File: src/design/cfs_pkg.sv
`default_nettype none
package cfs_pkg;

  localparam int FIFO_COUNT = 32;

  // register byte offsets on the bus
  localparam logic [7:0] OFF_RX_PENDING = 8'h00;
  localparam logic [7:0] OFF_RX_OVERFLOW = 8'h04;
  localparam logic [7:0] OFF_TX_PENDING = 8'h08;
  localparam logic [7:0] OFF_TX_ATTEMPT = 8'h0c;
  localparam logic [7:0] OFF_SEND_REQUEST = 8'h10;
  localparam logic [7:0] OFF_MSG_MEM_BASE = 8'h14;
  localparam logic [7:0] OFF_TXQ_CONTROL = 8'h18;

  localparam logic [2:0] MODE_CONFIG = 3'h4;

  // reset values and the memory base alignment mask
  localparam logic [31:0] MSG_MEM_BASE_RST = 32'h0000_0000;
  localparam logic [31:0] SEND_REQUEST_RST = 32'h0000_0000;
  localparam logic [31:0] BASE_ALIGN_MASK = 32'hffff_fffc;
  localparam logic [1:0] RETRANSMIT_RST = 2'h3;
  localparam logic FIFO_RESET_RST = 1'b1;

  // transmit queue control field positions
  localparam int TXQ_PAYLOAD_LSB = 29;
  localparam int TXQ_DEPTH_LSB = 24;
  localparam int TXQ_RETX_LSB = 21;
  localparam int TXQ_PRIO_LSB = 16;
  localparam int TXQ_FIFO_RESET_BIT = 10;
  localparam int TXQ_SEND_BIT = 9;
  localparam int TXQ_INC_BIT = 8;
  localparam int TXQ_OBJECT_IS_TRANSMITTER_BIT = 7;
  localparam int TXQ_ATTEMPT_IE_BIT = 4;
  localparam int TXQ_EMPTY_IE_BIT = 2;
  localparam int TXQ_NOT_FULL_IE_BIT = 0;

  // per-FIFO flag and enable lines from the individual FIFO registers
  typedef struct packed {
    logic [2:0] rx_flags;
    logic [2:0] rx_enables;
    logic rx_overflow_pending;
    logic [2:0] tx_flags;
    logic [2:0] tx_enables;
    logic tx_attempt_pending;
  } cfs_fifo_flags_t;

  typedef struct packed {
    logic [2:0] payload_size;
    logic [4:0] fifo_depth;
    logic [1:0] retransmit_attempts;
    logic [4:0] transmit_priority;
    logic fifo_reset;
    logic attempt_ie;
    logic empty_ie;
    logic not_full_ie;
  } cfs_txq_ctrl_t;

  localparam cfs_txq_ctrl_t TXQ_CTRL_RST = '{
    payload_size: 3'h0,
    fifo_depth: 5'h00,
    retransmit_attempts: RETRANSMIT_RST,
    transmit_priority: 5'h00,
    fifo_reset: FIFO_RESET_RST,
    attempt_ie: 1'b0,
    empty_ie: 1'b0,
    not_full_ie: 1'b0
  };

  function automatic logic [31:0] byte_mask(input logic [3:0] sel);
    byte_mask = {{8{sel[3]}}, {8{sel[2]}}, {8{sel[1]}}, {8{sel[0]}}};
  endfunction : byte_mask

  function automatic logic reg_hit(input logic [7:0] adr, input logic [7:0] off);
    reg_hit = (adr[7:2] == off[7:2]);
  endfunction : reg_hit

endpackage : cfs_pkg
`default_nettype wire

File: src/design/cfs_send_request.sv
`default_nettype none
module cfs_send_request (
  input wire logic clk,
  input wire logic rst,
  input wire logic [31:0] set_bits,
  input wire logic [31:0] object_is_transmitter,
  input wire logic [31:0] send_done,
  output logic [31:0] send_request
);
  import cfs_pkg::*;

  logic [31:0] tx_capable;
  logic [31:0] next_send_request;

  // the transmit queue is always a transmitter
  assign tx_capable = {object_is_transmitter[31:1], 1'b1};

  always_comb
  begin
    // a set arriving with the completion wins over the clear
    next_send_request = (send_request & ~send_done)
      | (set_bits & tx_capable);
  end

  always_ff @(posedge clk or posedge rst)
  begin
    if (rst)
    begin
      send_request <= SEND_REQUEST_RST;
    end
    else
    begin
      send_request <= next_send_request;
    end
  end
endmodule : cfs_send_request
`default_nettype wire

File: src/design/cfs_summary.sv
`default_nettype none
module cfs_summary (
  input wire cfs_pkg::cfs_fifo_flags_t [31:0] fifo_flags,
  output logic [31:0] rx_pending,
  output logic [31:0] rx_overflow,
  output logic [31:0] tx_pending,
  output logic [31:0] tx_attempt
);
  import cfs_pkg::*;

  genvar n;
  generate
    for (n = 0; n < FIFO_COUNT; n++)
    begin : g_fifo
      if (n == 0)
      begin : g_queue
        // fifo 0 cannot receive; its transmit side is the transmit queue
        assign rx_pending[n] = 1'b0;
        assign rx_overflow[n] = 1'b0;
      end
      else
      begin : g_obj
        assign rx_pending[n] = |(fifo_flags[n].rx_flags & fifo_flags[n].rx_enables);
        assign rx_overflow[n] = fifo_flags[n].rx_overflow_pending;
      end
      assign tx_pending[n] = |(fifo_flags[n].tx_flags & fifo_flags[n].tx_enables);
      assign tx_attempt[n] = fifo_flags[n].tx_attempt_pending;
    end
  endgenerate

endmodule : cfs_summary
`default_nettype wire

File: src/design/cfs_top.sv
// Notes on behaviour
// - Receive summary bits 31..1 are each the OR of FIFO n's enabled receive flags; bit 0 is 0.
// - A receive summary bit 31..1 is 1 exactly while an enabled receive flag of its FIFO is pending.
// - Overflow summary bits 31..1 mirror each FIFO's overflow flag, read-only, bit 0 is 0.
// - Each transmit summary bit is the OR of its transmit FIFO's enabled transmit flags.
// - Transmit summary bit 0 belongs to the transmit queue.
// - The attempt summary shows each FIFO's attempt-pending state, bit 0 for the queue.
// - Writing 1 to a transmitter's request bit starts sending; completion clears the bit.
// - Writing 0 to a request bit does nothing and never aborts a transmission.
// - Setting the request bit of a receive object has no effect.
// - Request bit 0 asks the transmit queue to send and self-clears on completion.
// - Request bit x maps onto message FIFO x.
// - The memory base locates the transmit event FIFO first, then the message objects.
// - The two low bits of the memory base always read zero.
// - The memory base takes writes only in configuration mode.
//
// The Wishbone slave port and the placing of the registers were decided locally.
`default_nettype none
module cfs_top (
  input wire logic clk,
  input wire logic rst,
  input wire logic wb_cyc_i,
  input wire logic wb_stb_i,
  input wire logic wb_we_i,
  input wire logic [7:0] wb_adr_i,
  input wire logic [3:0] wb_sel_i,
  input wire logic [31:0] wb_dat_i,
  output logic [31:0] wb_dat_o,
  output logic wb_ack_o,
  input wire logic [2:0] operating_mode_field,
  input wire cfs_pkg::cfs_fifo_flags_t [31:0] fifo_flags,
  input wire logic [31:0] object_is_transmitter,
  input wire logic [31:0] send_done,
  input wire logic fifo_reset_done,
  output logic [31:0] send_request,
  output logic [31:0] msg_mem_base,
  output cfs_pkg::cfs_txq_ctrl_t txq_ctrl,
  output logic head_tail_increment
);
  import cfs_pkg::*;

  logic [31:0] rx_pending;
  logic [31:0] rx_overflow;
  logic [31:0] tx_pending;
  logic [31:0] tx_attempt;
  logic [31:0] wmask;
  logic [31:0] req_set_bits;
  logic [31:0] read_value;
  logic [31:0] txq_word;
  logic cfg_mode;
  logic access;
  logic wr_fire;
  logic wr_req;
  logic wr_base;
  logic wr_txq;
  logic next_ack;
  logic [31:0] next_dat;
  logic [31:0] next_base;
  cfs_txq_ctrl_t next_txq;
  logic next_inc;

  cfs_summary u_summary (
    .fifo_flags(fifo_flags),
    .rx_pending(rx_pending),
    .rx_overflow(rx_overflow),
    .tx_pending(tx_pending),
    .tx_attempt(tx_attempt)
  );

  cfs_send_request u_send_request (
    .clk(clk),
    .rst(rst),
    .set_bits(req_set_bits),
    .object_is_transmitter(object_is_transmitter),
    .send_done(send_done),
    .send_request(send_request)
  );

  assign cfg_mode = (operating_mode_field == MODE_CONFIG);
  assign wmask = byte_mask(wb_sel_i);

  // request is sampled in the first cycle, answered one cycle later
  assign access = wb_cyc_i & wb_stb_i & ~wb_ack_o;

  // writes take effect on the edge at which the master sees ack
  assign wr_fire = wb_cyc_i & wb_stb_i & wb_we_i & wb_ack_o;

  // summary offsets have no write strobe at all
  assign wr_req = wr_fire & reg_hit(wb_adr_i, OFF_SEND_REQUEST);
  assign wr_base = wr_fire & reg_hit(wb_adr_i, OFF_MSG_MEM_BASE);
  assign wr_txq = wr_fire & reg_hit(wb_adr_i, OFF_TXQ_CONTROL);

  // ones written set request bits; the queue also sets through its control word
  always_comb
  begin
    req_set_bits = 32'h0000_0000;
    if (wr_req)
    begin
      req_set_bits = wb_dat_i & wmask;
    end
    if (wr_txq && wb_sel_i[1] && wb_dat_i[TXQ_SEND_BIT])
    begin
      req_set_bits[0] = 1'b1;
    end
  end

  always_comb
  begin
    txq_word = 32'h0000_0000;
    txq_word[TXQ_PAYLOAD_LSB +: 3] = txq_ctrl.payload_size;
    txq_word[TXQ_DEPTH_LSB +: 5] = txq_ctrl.fifo_depth;
    txq_word[TXQ_RETX_LSB +: 2] = txq_ctrl.retransmit_attempts;
    txq_word[TXQ_PRIO_LSB +: 5] = txq_ctrl.transmit_priority;
    txq_word[TXQ_FIFO_RESET_BIT] = txq_ctrl.fifo_reset;
    txq_word[TXQ_SEND_BIT] = send_request[0];
    txq_word[TXQ_INC_BIT] = head_tail_increment;
    txq_word[TXQ_OBJECT_IS_TRANSMITTER_BIT] = 1'b1;
    txq_word[TXQ_ATTEMPT_IE_BIT] = txq_ctrl.attempt_ie;
    txq_word[TXQ_EMPTY_IE_BIT] = txq_ctrl.empty_ie;
    txq_word[TXQ_NOT_FULL_IE_BIT] = txq_ctrl.not_full_ie;
  end

  always_comb
  begin
    read_value = 32'h0000_0000;
    if (reg_hit(wb_adr_i, OFF_RX_PENDING))
    begin
      read_value = rx_pending;
    end
    else if (reg_hit(wb_adr_i, OFF_RX_OVERFLOW))
    begin
      read_value = rx_overflow;
    end
    else if (reg_hit(wb_adr_i, OFF_TX_PENDING))
    begin
      read_value = tx_pending;
    end
    else if (reg_hit(wb_adr_i, OFF_TX_ATTEMPT))
    begin
      read_value = tx_attempt;
    end
    else if (reg_hit(wb_adr_i, OFF_SEND_REQUEST))
    begin
      read_value = send_request;
    end
    else if (reg_hit(wb_adr_i, OFF_MSG_MEM_BASE))
    begin
      read_value = msg_mem_base;
    end
    else if (reg_hit(wb_adr_i, OFF_TXQ_CONTROL))
    begin
      read_value = txq_word;
    end
  end

  // bus answer group
  always_comb
  begin
    next_ack = access;
    next_dat = wb_dat_o;
    if (access && !wb_we_i)
    begin
      next_dat = read_value;
    end
  end

  always_ff @(posedge clk or posedge rst)
  begin
    if (rst)
    begin
      wb_ack_o <= 1'b0;
      wb_dat_o <= 32'h0000_0000;
    end
    else
    begin
      wb_ack_o <= next_ack;
      wb_dat_o <= next_dat;
    end
  end

  // message memory base: event FIFO first, objects after it
  always_comb
  begin
    next_base = msg_mem_base;
    if (wr_base && cfg_mode)
    begin
      next_base = ((msg_mem_base & ~wmask) | (wb_dat_i & wmask))
        & BASE_ALIGN_MASK;
    end
  end

  always_ff @(posedge clk or posedge rst)
  begin
    if (rst)
    begin
      msg_mem_base <= MSG_MEM_BASE_RST;
    end
    else
    begin
      msg_mem_base <= next_base;
    end
  end

  // transmit queue control group
  always_comb
  begin
    next_txq = txq_ctrl;
    next_inc = 1'b0;
    if (fifo_reset_done)
    begin
      next_txq.fifo_reset = 1'b0;
    end
    if (wr_txq)
    begin
      if (cfg_mode && wb_sel_i[3])
      begin
        next_txq.payload_size = wb_dat_i[TXQ_PAYLOAD_LSB +: 3];
        next_txq.fifo_depth = wb_dat_i[TXQ_DEPTH_LSB +: 5];
      end
      if (wb_sel_i[2])
      begin
        next_txq.retransmit_attempts = wb_dat_i[TXQ_RETX_LSB +: 2];
        next_txq.transmit_priority = wb_dat_i[TXQ_PRIO_LSB +: 5];
      end
      if (wb_sel_i[1])
      begin
        // set wins over a completion arriving in the same cycle
        if (wb_dat_i[TXQ_FIFO_RESET_BIT])
        begin
          next_txq.fifo_reset = 1'b1;
        end
        next_inc = wb_dat_i[TXQ_INC_BIT];
      end
      if (wb_sel_i[0])
      begin
        next_txq.attempt_ie = wb_dat_i[TXQ_ATTEMPT_IE_BIT];
        next_txq.empty_ie = wb_dat_i[TXQ_EMPTY_IE_BIT];
        next_txq.not_full_ie = wb_dat_i[TXQ_NOT_FULL_IE_BIT];
      end
    end
  end

  always_ff @(posedge clk or posedge rst)
  begin
    if (rst)
    begin
      txq_ctrl <= TXQ_CTRL_RST;
      head_tail_increment <= 1'b0;
    end
    else
    begin
      txq_ctrl <= next_txq;
      head_tail_increment <= next_inc;
    end
  end
endmodule : cfs_top
`default_nettype wire

File: config.mk
export PLATFORM = sky130hd
export DESIGN_NAME = cfs_top
export DESIGN_NICKNAME = d
export VERILOG_FILES = /design/src/design/cfs_pkg.sv /design/src/design/cfs_send_request.sv /design/src/design/cfs_summary.sv /design/src/design/cfs_top.sv
export SDC_FILE = /design/constraint.sdc
export NUM_CORES = 1
export LEC_CHECK = 0
export BUFFER_PORTS_ARGS = -buffer_cell sky130_fd_sc_hd__buf_4
export CAP_MARGIN = 30
export CORE_AREA = 3 3 261 263
export CTS_CLUSTER_SIZE = 10
export DETAILED_ROUTE_END_ITERATION = 8
export DIE_AREA = 0 0 264 266
export PLACE_DENSITY_LB_ADDON = 0.15
export SLEW_MARGIN = 20
export SYNTH_ARGS = -nofsm -noshare
export SYNTH_HDL_FRONTEND = slang
export SYNTH_SLANG_ARGS = --single-unit
File: constraint.sdc
create_clock -name clk -period 7.9 [get_ports clk]
set_clock_uncertainty 0.15 [all_clocks]
set_input_delay 1.185 -clock clk [delete_from_list [all_inputs] [get_ports clk]]
set_output_delay 1.185 -clock clk [all_outputs]
set_load 0.02 [all_outputs]
After elaboration in Yosys (flattened, before gate mapping)
Index checks and enable logic that the tools add are counted.
Storage, ports and cells
  input port bits: 565
  output and inout port bits: 117
  word-level logic and storage cells: 188
  bits in registers: 115
Cells by class
  reductions and logical operators: 73
  equal/unequal tests: 7
  bitwise logic cells: 79
  muxes and demuxes: 16
Operator list (count)
  2-to-1 mux 32 bit: 8
  bitwise AND 3 bit: 63
  OR reduction 3 bit: 63
  bitwise AND 32 bit: 4
  inverter 32 bit: 2
  bitwise OR 32 bit: 2
  equality test 6 x 3 -> 1 bit (second input constant): 3
  equality test 6 x 2 -> 1 bit (second input constant): 2
  bitwise AND 1 bit: 7
  equality test 6 x 1 -> 1 bit (second input constant): 1
  logical NOT 6 bit: 1
  2-to-1 mux 1 bit: 6
  AND reduction 2 bit: 3
  logical AND 1 bit: 5
  2-to-1 mux 4 bit: 1
  equality test 3 bit (second input constant): 1
  2-to-1 mux 3 bit: 1
  logical NOT 1 bit: 1
  inverter 1 bit: 1

Logic depth before layout (Yosys ltp)
  depth in word-level cells: 9
  mapped depth: 8

Hierarchy
Synthesis repeated with hierarchy kept, for this count alone.
Second synthesis, totals
  cell total of the unflattened synthesis: 824
  area, all modules: 7722.4 µm²
Modules (own cells, without submodules)
  cfs_top: area each 5159.9 µm², instances 1, cells each 504, sequential area each 2080.7 µm²
  cfs_summary: area each 1358.8 µm², instances 1, cells each 192, sequential area each 0.0 µm²
  cfs_send_request: area each 1203.7 µm², instances 1, cells each 128, sequential area each 800.8 µm²

Worst setup path before layout
OpenSTA, ideal clock, no wires.
  kind: input -> register
  from: input wb_adr_i[4]
  to: register txq_ctrl[11] (netlist name)
  arrival: 3.082 ns
  path buffers: 1
  slack: 4.543 ns
  stages on the path: 5
  required time: 7.625 ns
  path through: buf_2 > or4b_1 > or3_1 > nor3_2 > mux2_2
On the way
  longest elaborated chain between the ends: 3
RTL lines
  start, declared: RTL line cfs_top.sv:25  | input wire logic [7:0] wb_adr_i,
  equality test 6 x 3 -> 1 bit: RTL line cfs_pkg.sv:74  | reg_hit = (adr[7:2] == off[7:2]);
  bitwise AND 1 bit: RTL line cfs_top.sv:91  | assign wr_txq = wr_fire & reg_hit(wb_adr_i, OFF_TXQ_CONTROL);
  AND reduction 2 bit (no source line)
  end signal, assigned: RTL line cfs_top.sv:252  | txq_ctrl <= next_txq;
  end, declared: RTL line cfs_top.sv:37  | output cfs_pkg::cfs_txq_ctrl_t txq_ctrl,
Every way passes these cells.
A chain may end at the register's enable or synchronous reset.

Worst setup path after layout
  from: input wb_adr_i[3]
  to: register wb_dat_o[5]
On the way
  longest elaborated chain between the ends: 7
RTL lines
  equality test 6 x 3 -> 1 bit: RTL line cfs_pkg.sv:74
  2-to-1 mux 32 bit: RTL line cfs_top.sv:146  | else if (reg_hit(wb_adr_i, OFF_MSG_MEM_BASE))
  2-to-1 mux 32 bit: RTL line cfs_top.sv:142  | else if (reg_hit(wb_adr_i, OFF_SEND_REQUEST))
  2-to-1 mux 32 bit: RTL line cfs_top.sv:138  | else if (reg_hit(wb_adr_i, OFF_TX_ATTEMPT))
  2-to-1 mux 32 bit: RTL line cfs_top.sv:134  | else if (reg_hit(wb_adr_i, OFF_TX_PENDING))
  2-to-1 mux 32 bit: RTL line cfs_top.sv:130  | else if (reg_hit(wb_adr_i, OFF_RX_OVERFLOW))
  2-to-1 mux 32 bit (*): RTL line cfs_top.sv:126  | if (reg_hit(wb_adr_i, OFF_RX_PENDING))
  end signal, assigned: RTL line cfs_top.sv:177  | wb_dat_o <= next_dat;
  end, declared: RTL line cfs_top.sv:28  | output logic [31:0] wb_dat_o,
Mark *: on every way between the ends. The rest lies on a longest branch, timed or not.

==> results.json <==
{
  "outcome": "complete, no violations",
  "portBuffers": 669,
  "syn_inst": 682,
  "synth_top_area_share": 0.426,
  "drc": 0,
  "r2r_setup_slack_ns": 5.37,
  "dpl.hpwl_um": 44500,
  "p_sw_frac": 0.304,
  "worstReg2RegEnd": "txq_ctrl[12]$_DFFE_PP0P_",
  "leakage_nw": 6.26,
  "ant_nets": 0,
  "path_max_fanout": 49,
  "yosys.area.top_type": "dfrtp_1",
  "critical_path_buf_inv_count": 1,
  "row_count": 94,
  "ys_types": 42,
  "firstDrtPassIters": 5,
  "rsz0062_at_grt": "false",
  "num-fill-cells": 7370,
  "drv_cap": 0,
  "hp-start": "wb_dat_o[0]$_DFFE_PP0P_",
  "finalCritPeriodShare": 0.509,
  "crit_family": "simple AND/OR/NAND/NOR gates",
  "grt_usage": 0.146,
  "setup_viol": 0,
  "finalWeightedCongestion": 0.921,
  "post_cts_resized": 0,
  "ir_worst_vdd_uv": 161,
  "fin_cells": 2227,
  "seq_area_frac_synth": 0.438,
  "period_needed_ns": 4.02,
  "p_int_mw": 1.34,
  "grt_max_degree": 72,
  "power_switching_mw": 0.584,
  "first_global_vias": 9238,
  "syn_area_um2": 6580,
  "cp_slowest_cell": "and2_2",
  "vias": 8760,
  "final_util": 0.201,
  "r2r-start": "wb_ack_o$_DFF_PP0_",
  "die_x_um": 264,
  "powerDensity_nw_per_um2": 145,
  "synth.avg_cell_area_um2": 9.64,
  "cp-start-kind": "input pin",
  "grt_pass1_wl_um": 71700,
  "cts_root_buffer": "clkbuf_16",
  "sequentialPowerShare": 0.333,
  "first_iter_violations": 557,
  "path_clk_slew_ns": 0.07,
  "clk_latency_ns": 0.47,
  "hold-path-endpoint": "wb_dat_o[0]$_DFFE_PP0P_",
  "yosys-top-cells-area": "dfrtp_1 43%, a222oi_1 9.3%, mux2_2 8.7%",
  "maxSlewHeadroom": 0.231,
  "hold_viol": 0,
  "yosysWarnings": 0,
  "cp.required_ns": 8.06,
  "drt_wl_total_um": 54000,
  "r2r_cells": 4,
  "layout-drive-gt1-share": 0.580,
  "htreeDepth": 4,
  "path_cells": "buf_4, nor2b_1, and2_2, a21oi_1, a221oi_1, a211oi_1",
  "finalNetCount": 1908,
  "ios": 682,
  "die_h_um": 266,
  "clock_sinks": 115,
  "ys_ff_latch": 115,
  "antenna_found_initial": 10,
  "max_freq_mhz": 249,
  "cp-end-kind": "flip-flop",
  "initial_core_util": 0.0999,
  "areaGrowthSynthToFinish_pct": 101,
  "overflow": 0,
  "cp_slowest_stage_delay_ns": 0.87,
  "die-area_um2": 70200,
  "clockBufferDepth": 2,
  "tns_ns": 0,
  "cts_inserted_buffers": 17,
  "startpoint": "wb_adr_i[3]",
  "p_comb_frac": 0.255,
  "cp.arrival_ns": 4.19,
  "dp_cells": 2187,
  "post_drt_via_cell_ratio": 3.93,
  "cts_hold_buf": 0,
  "core_area_um2": 65900,
  "hold_path_depth": 2,
  "routedWlPerCell_um": 24.2,
  "worst_pin_slew_ns": 1.14,
  "postCtsSetupBuffers": 0,
  "crit_type": "input pin to flip-flop",
  "slew_viol_final": 0,
  "clkPwrFrac": 0.412,
  "hp-class": "flip-flop to flip-flop",
  "cts_tree": "done"
}
## how the worst max path moves through the flow
stage / to / slack [ns] / cells past startpoint
after CTS: wb_dat_o[26]$_DFFE_PP0P_ / 3.92 / 6
after global placement: wb_dat_o[26]$_DFFE_PP0P_ / 3.44 / 6
after global routing: wb_dat_o[26]$_DFFE_PP0P_ / 3.68 / 6
after detailed placement: wb_dat_o[26]$_DFFE_PP0P_ / 3.39 / 6
after floorplan: async pin / 3.53 / 1
final: wb_dat_o[5]$_DFFE_PP0P_ / 3.88 / 6
## Yosys cell counts, drive strengths merged
cell type / count
a22oi: 33
and3: 1
o21ai: 25
a21oi: 48
nand2: 81
or3: 3
dfrtp: 112
dfstp: 3
a31oi: 4
and2: 3
nand3: 18
clkbuf: 34
inv: 35
a222oi: 61
nor3: 7
o22ai: 36
or4b: 1
nor4: 3
o311ai: 8
a211oi: 16
nor4b: 1
nor2: 35
a211o: 1
buf: 7
a221oi: 20
o2bb2ai: 7
o221ai: 2
nand3b: 1
a22o: 1
nor2b: 4
a32oi: 4
a221o: 1
mux2: 51
conb: 1
mux2i: 12
nand2b: 1
and3b: 1
## cells by family (layout without fill, tap and decap cells)
kind of cell,count (synthesis),count (layout),share of synthesized area
AOI/OAI and AO/OA,267,267,0.301
muxes,63,63,0.106
and+or+nand+nor,160,160,0.110
other,1,9,0.000570
DFF,115,115,0.438
buffers and inverters,76,749,0.0449
## through the flow
stage	cell area, um^2	power (mW)	setup slack [ns]	hold WS [ns]
4_1_cts	13200	1.98	3.92	0.341
5_1_grt	13200	2.02	3.68	0.363
2_1_floorplan	6580	0.793	3.53	0.367
6_report	13300	1.92	3.88	0.329
3_3_place_gp	12600	1.15	3.44	0.316
3_5_place_dp	12700	1.15	3.39	0.324
## cell type report
cell class	count	area (um^2)	area share
repair buffers	682	5110	0.386
flip-flops and latches	115	2880	0.217
well taps	864	1080	0.0816
multi-input cells	492	3440	0.260
diodes	7	17.5	0.00132
clock buffers	19	453	0.0342
inverters	35	136	0.0103
clock inverters	13	124	0.00935
## cell usage in the layout, fill, tap and decap left out, types with 2 or more instances in the layout
| cell | netlist | layout |
|---|---|---|
| nand3_1 | 18 | 18 |
| clkbuf_8 | 0 | 2 |
| a21oi_1 | 48 | 48 |
| dfrtp_1 | 112 | 112 |
| clkinv_4 | 0 | 3 |
| clkinv_2 | 0 | 2 |
| dfstp_2 | 3 | 3 |
| a221oi_1 | 20 | 20 |
| inv_6 | 0 | 5 |
| a31oi_1 | 4 | 4 |
| nor2b_2 | 0 | 3 |
| o22ai_1 | 36 | 36 |
| nor2_1 | 35 | 34 |
| a32oi_1 | 4 | 4 |
| a22oi_1 | 33 | 33 |
| mux2i_1 | 12 | 12 |
| buf_4 | 2 | 680 |
| nand2_2 | 3 | 3 |
| inv_1 | 35 | 34 |
| a222oi_1 | 61 | 61 |
| a211oi_1 | 16 | 16 |
| clkbuf_16 | 0 | 17 |
| conb_1 | 1 | 2 |
| diode_2 | 0 | 7 |
| and2_2 | 0 | 2 |
| o221ai_1 | 2 | 2 |
| nand2_1 | 78 | 78 |
| o21ai_0 | 25 | 25 |
| nor3_1 | 5 | 2 |
| or3_1 | 3 | 3 |
| o311ai_1 | 0 | 2 |
| clkinvlp_4 | 0 | 3 |
| o311ai_0 | 8 | 6 |
| o2bb2ai_1 | 7 | 7 |
| mux2_2 | 51 | 51 |
| nor3_2 | 2 | 5 |
## routing by layer
metal | routed length, um | track usage
met5 | 0 | 0
met4 | 818 | 0.0456
met3 | 3890 | 0.0437
met2 | 26500 | 0.244
met1 | 22800 | 0.181
## power by group through the flow
stage	registers, mW	logic [mW]	clock network (mW)
3_3_place_gp	0.649	0.497	0
6_report	0.640	0.490	0.792
3_5_place_dp	0.651	0.498	0
2_1_floorplan	0.688	0.104	0
5_1_grt	0.643	0.526	0.853
4_1_cts	0.640	0.499	0.839
## tightest hold or removal path: stages, from the launching register on
cell	delay (ns)
dfrtp_1	0.34
nand2_1	0.04
o21ai_0	0.06
Power figures use the tool's default switching activity.
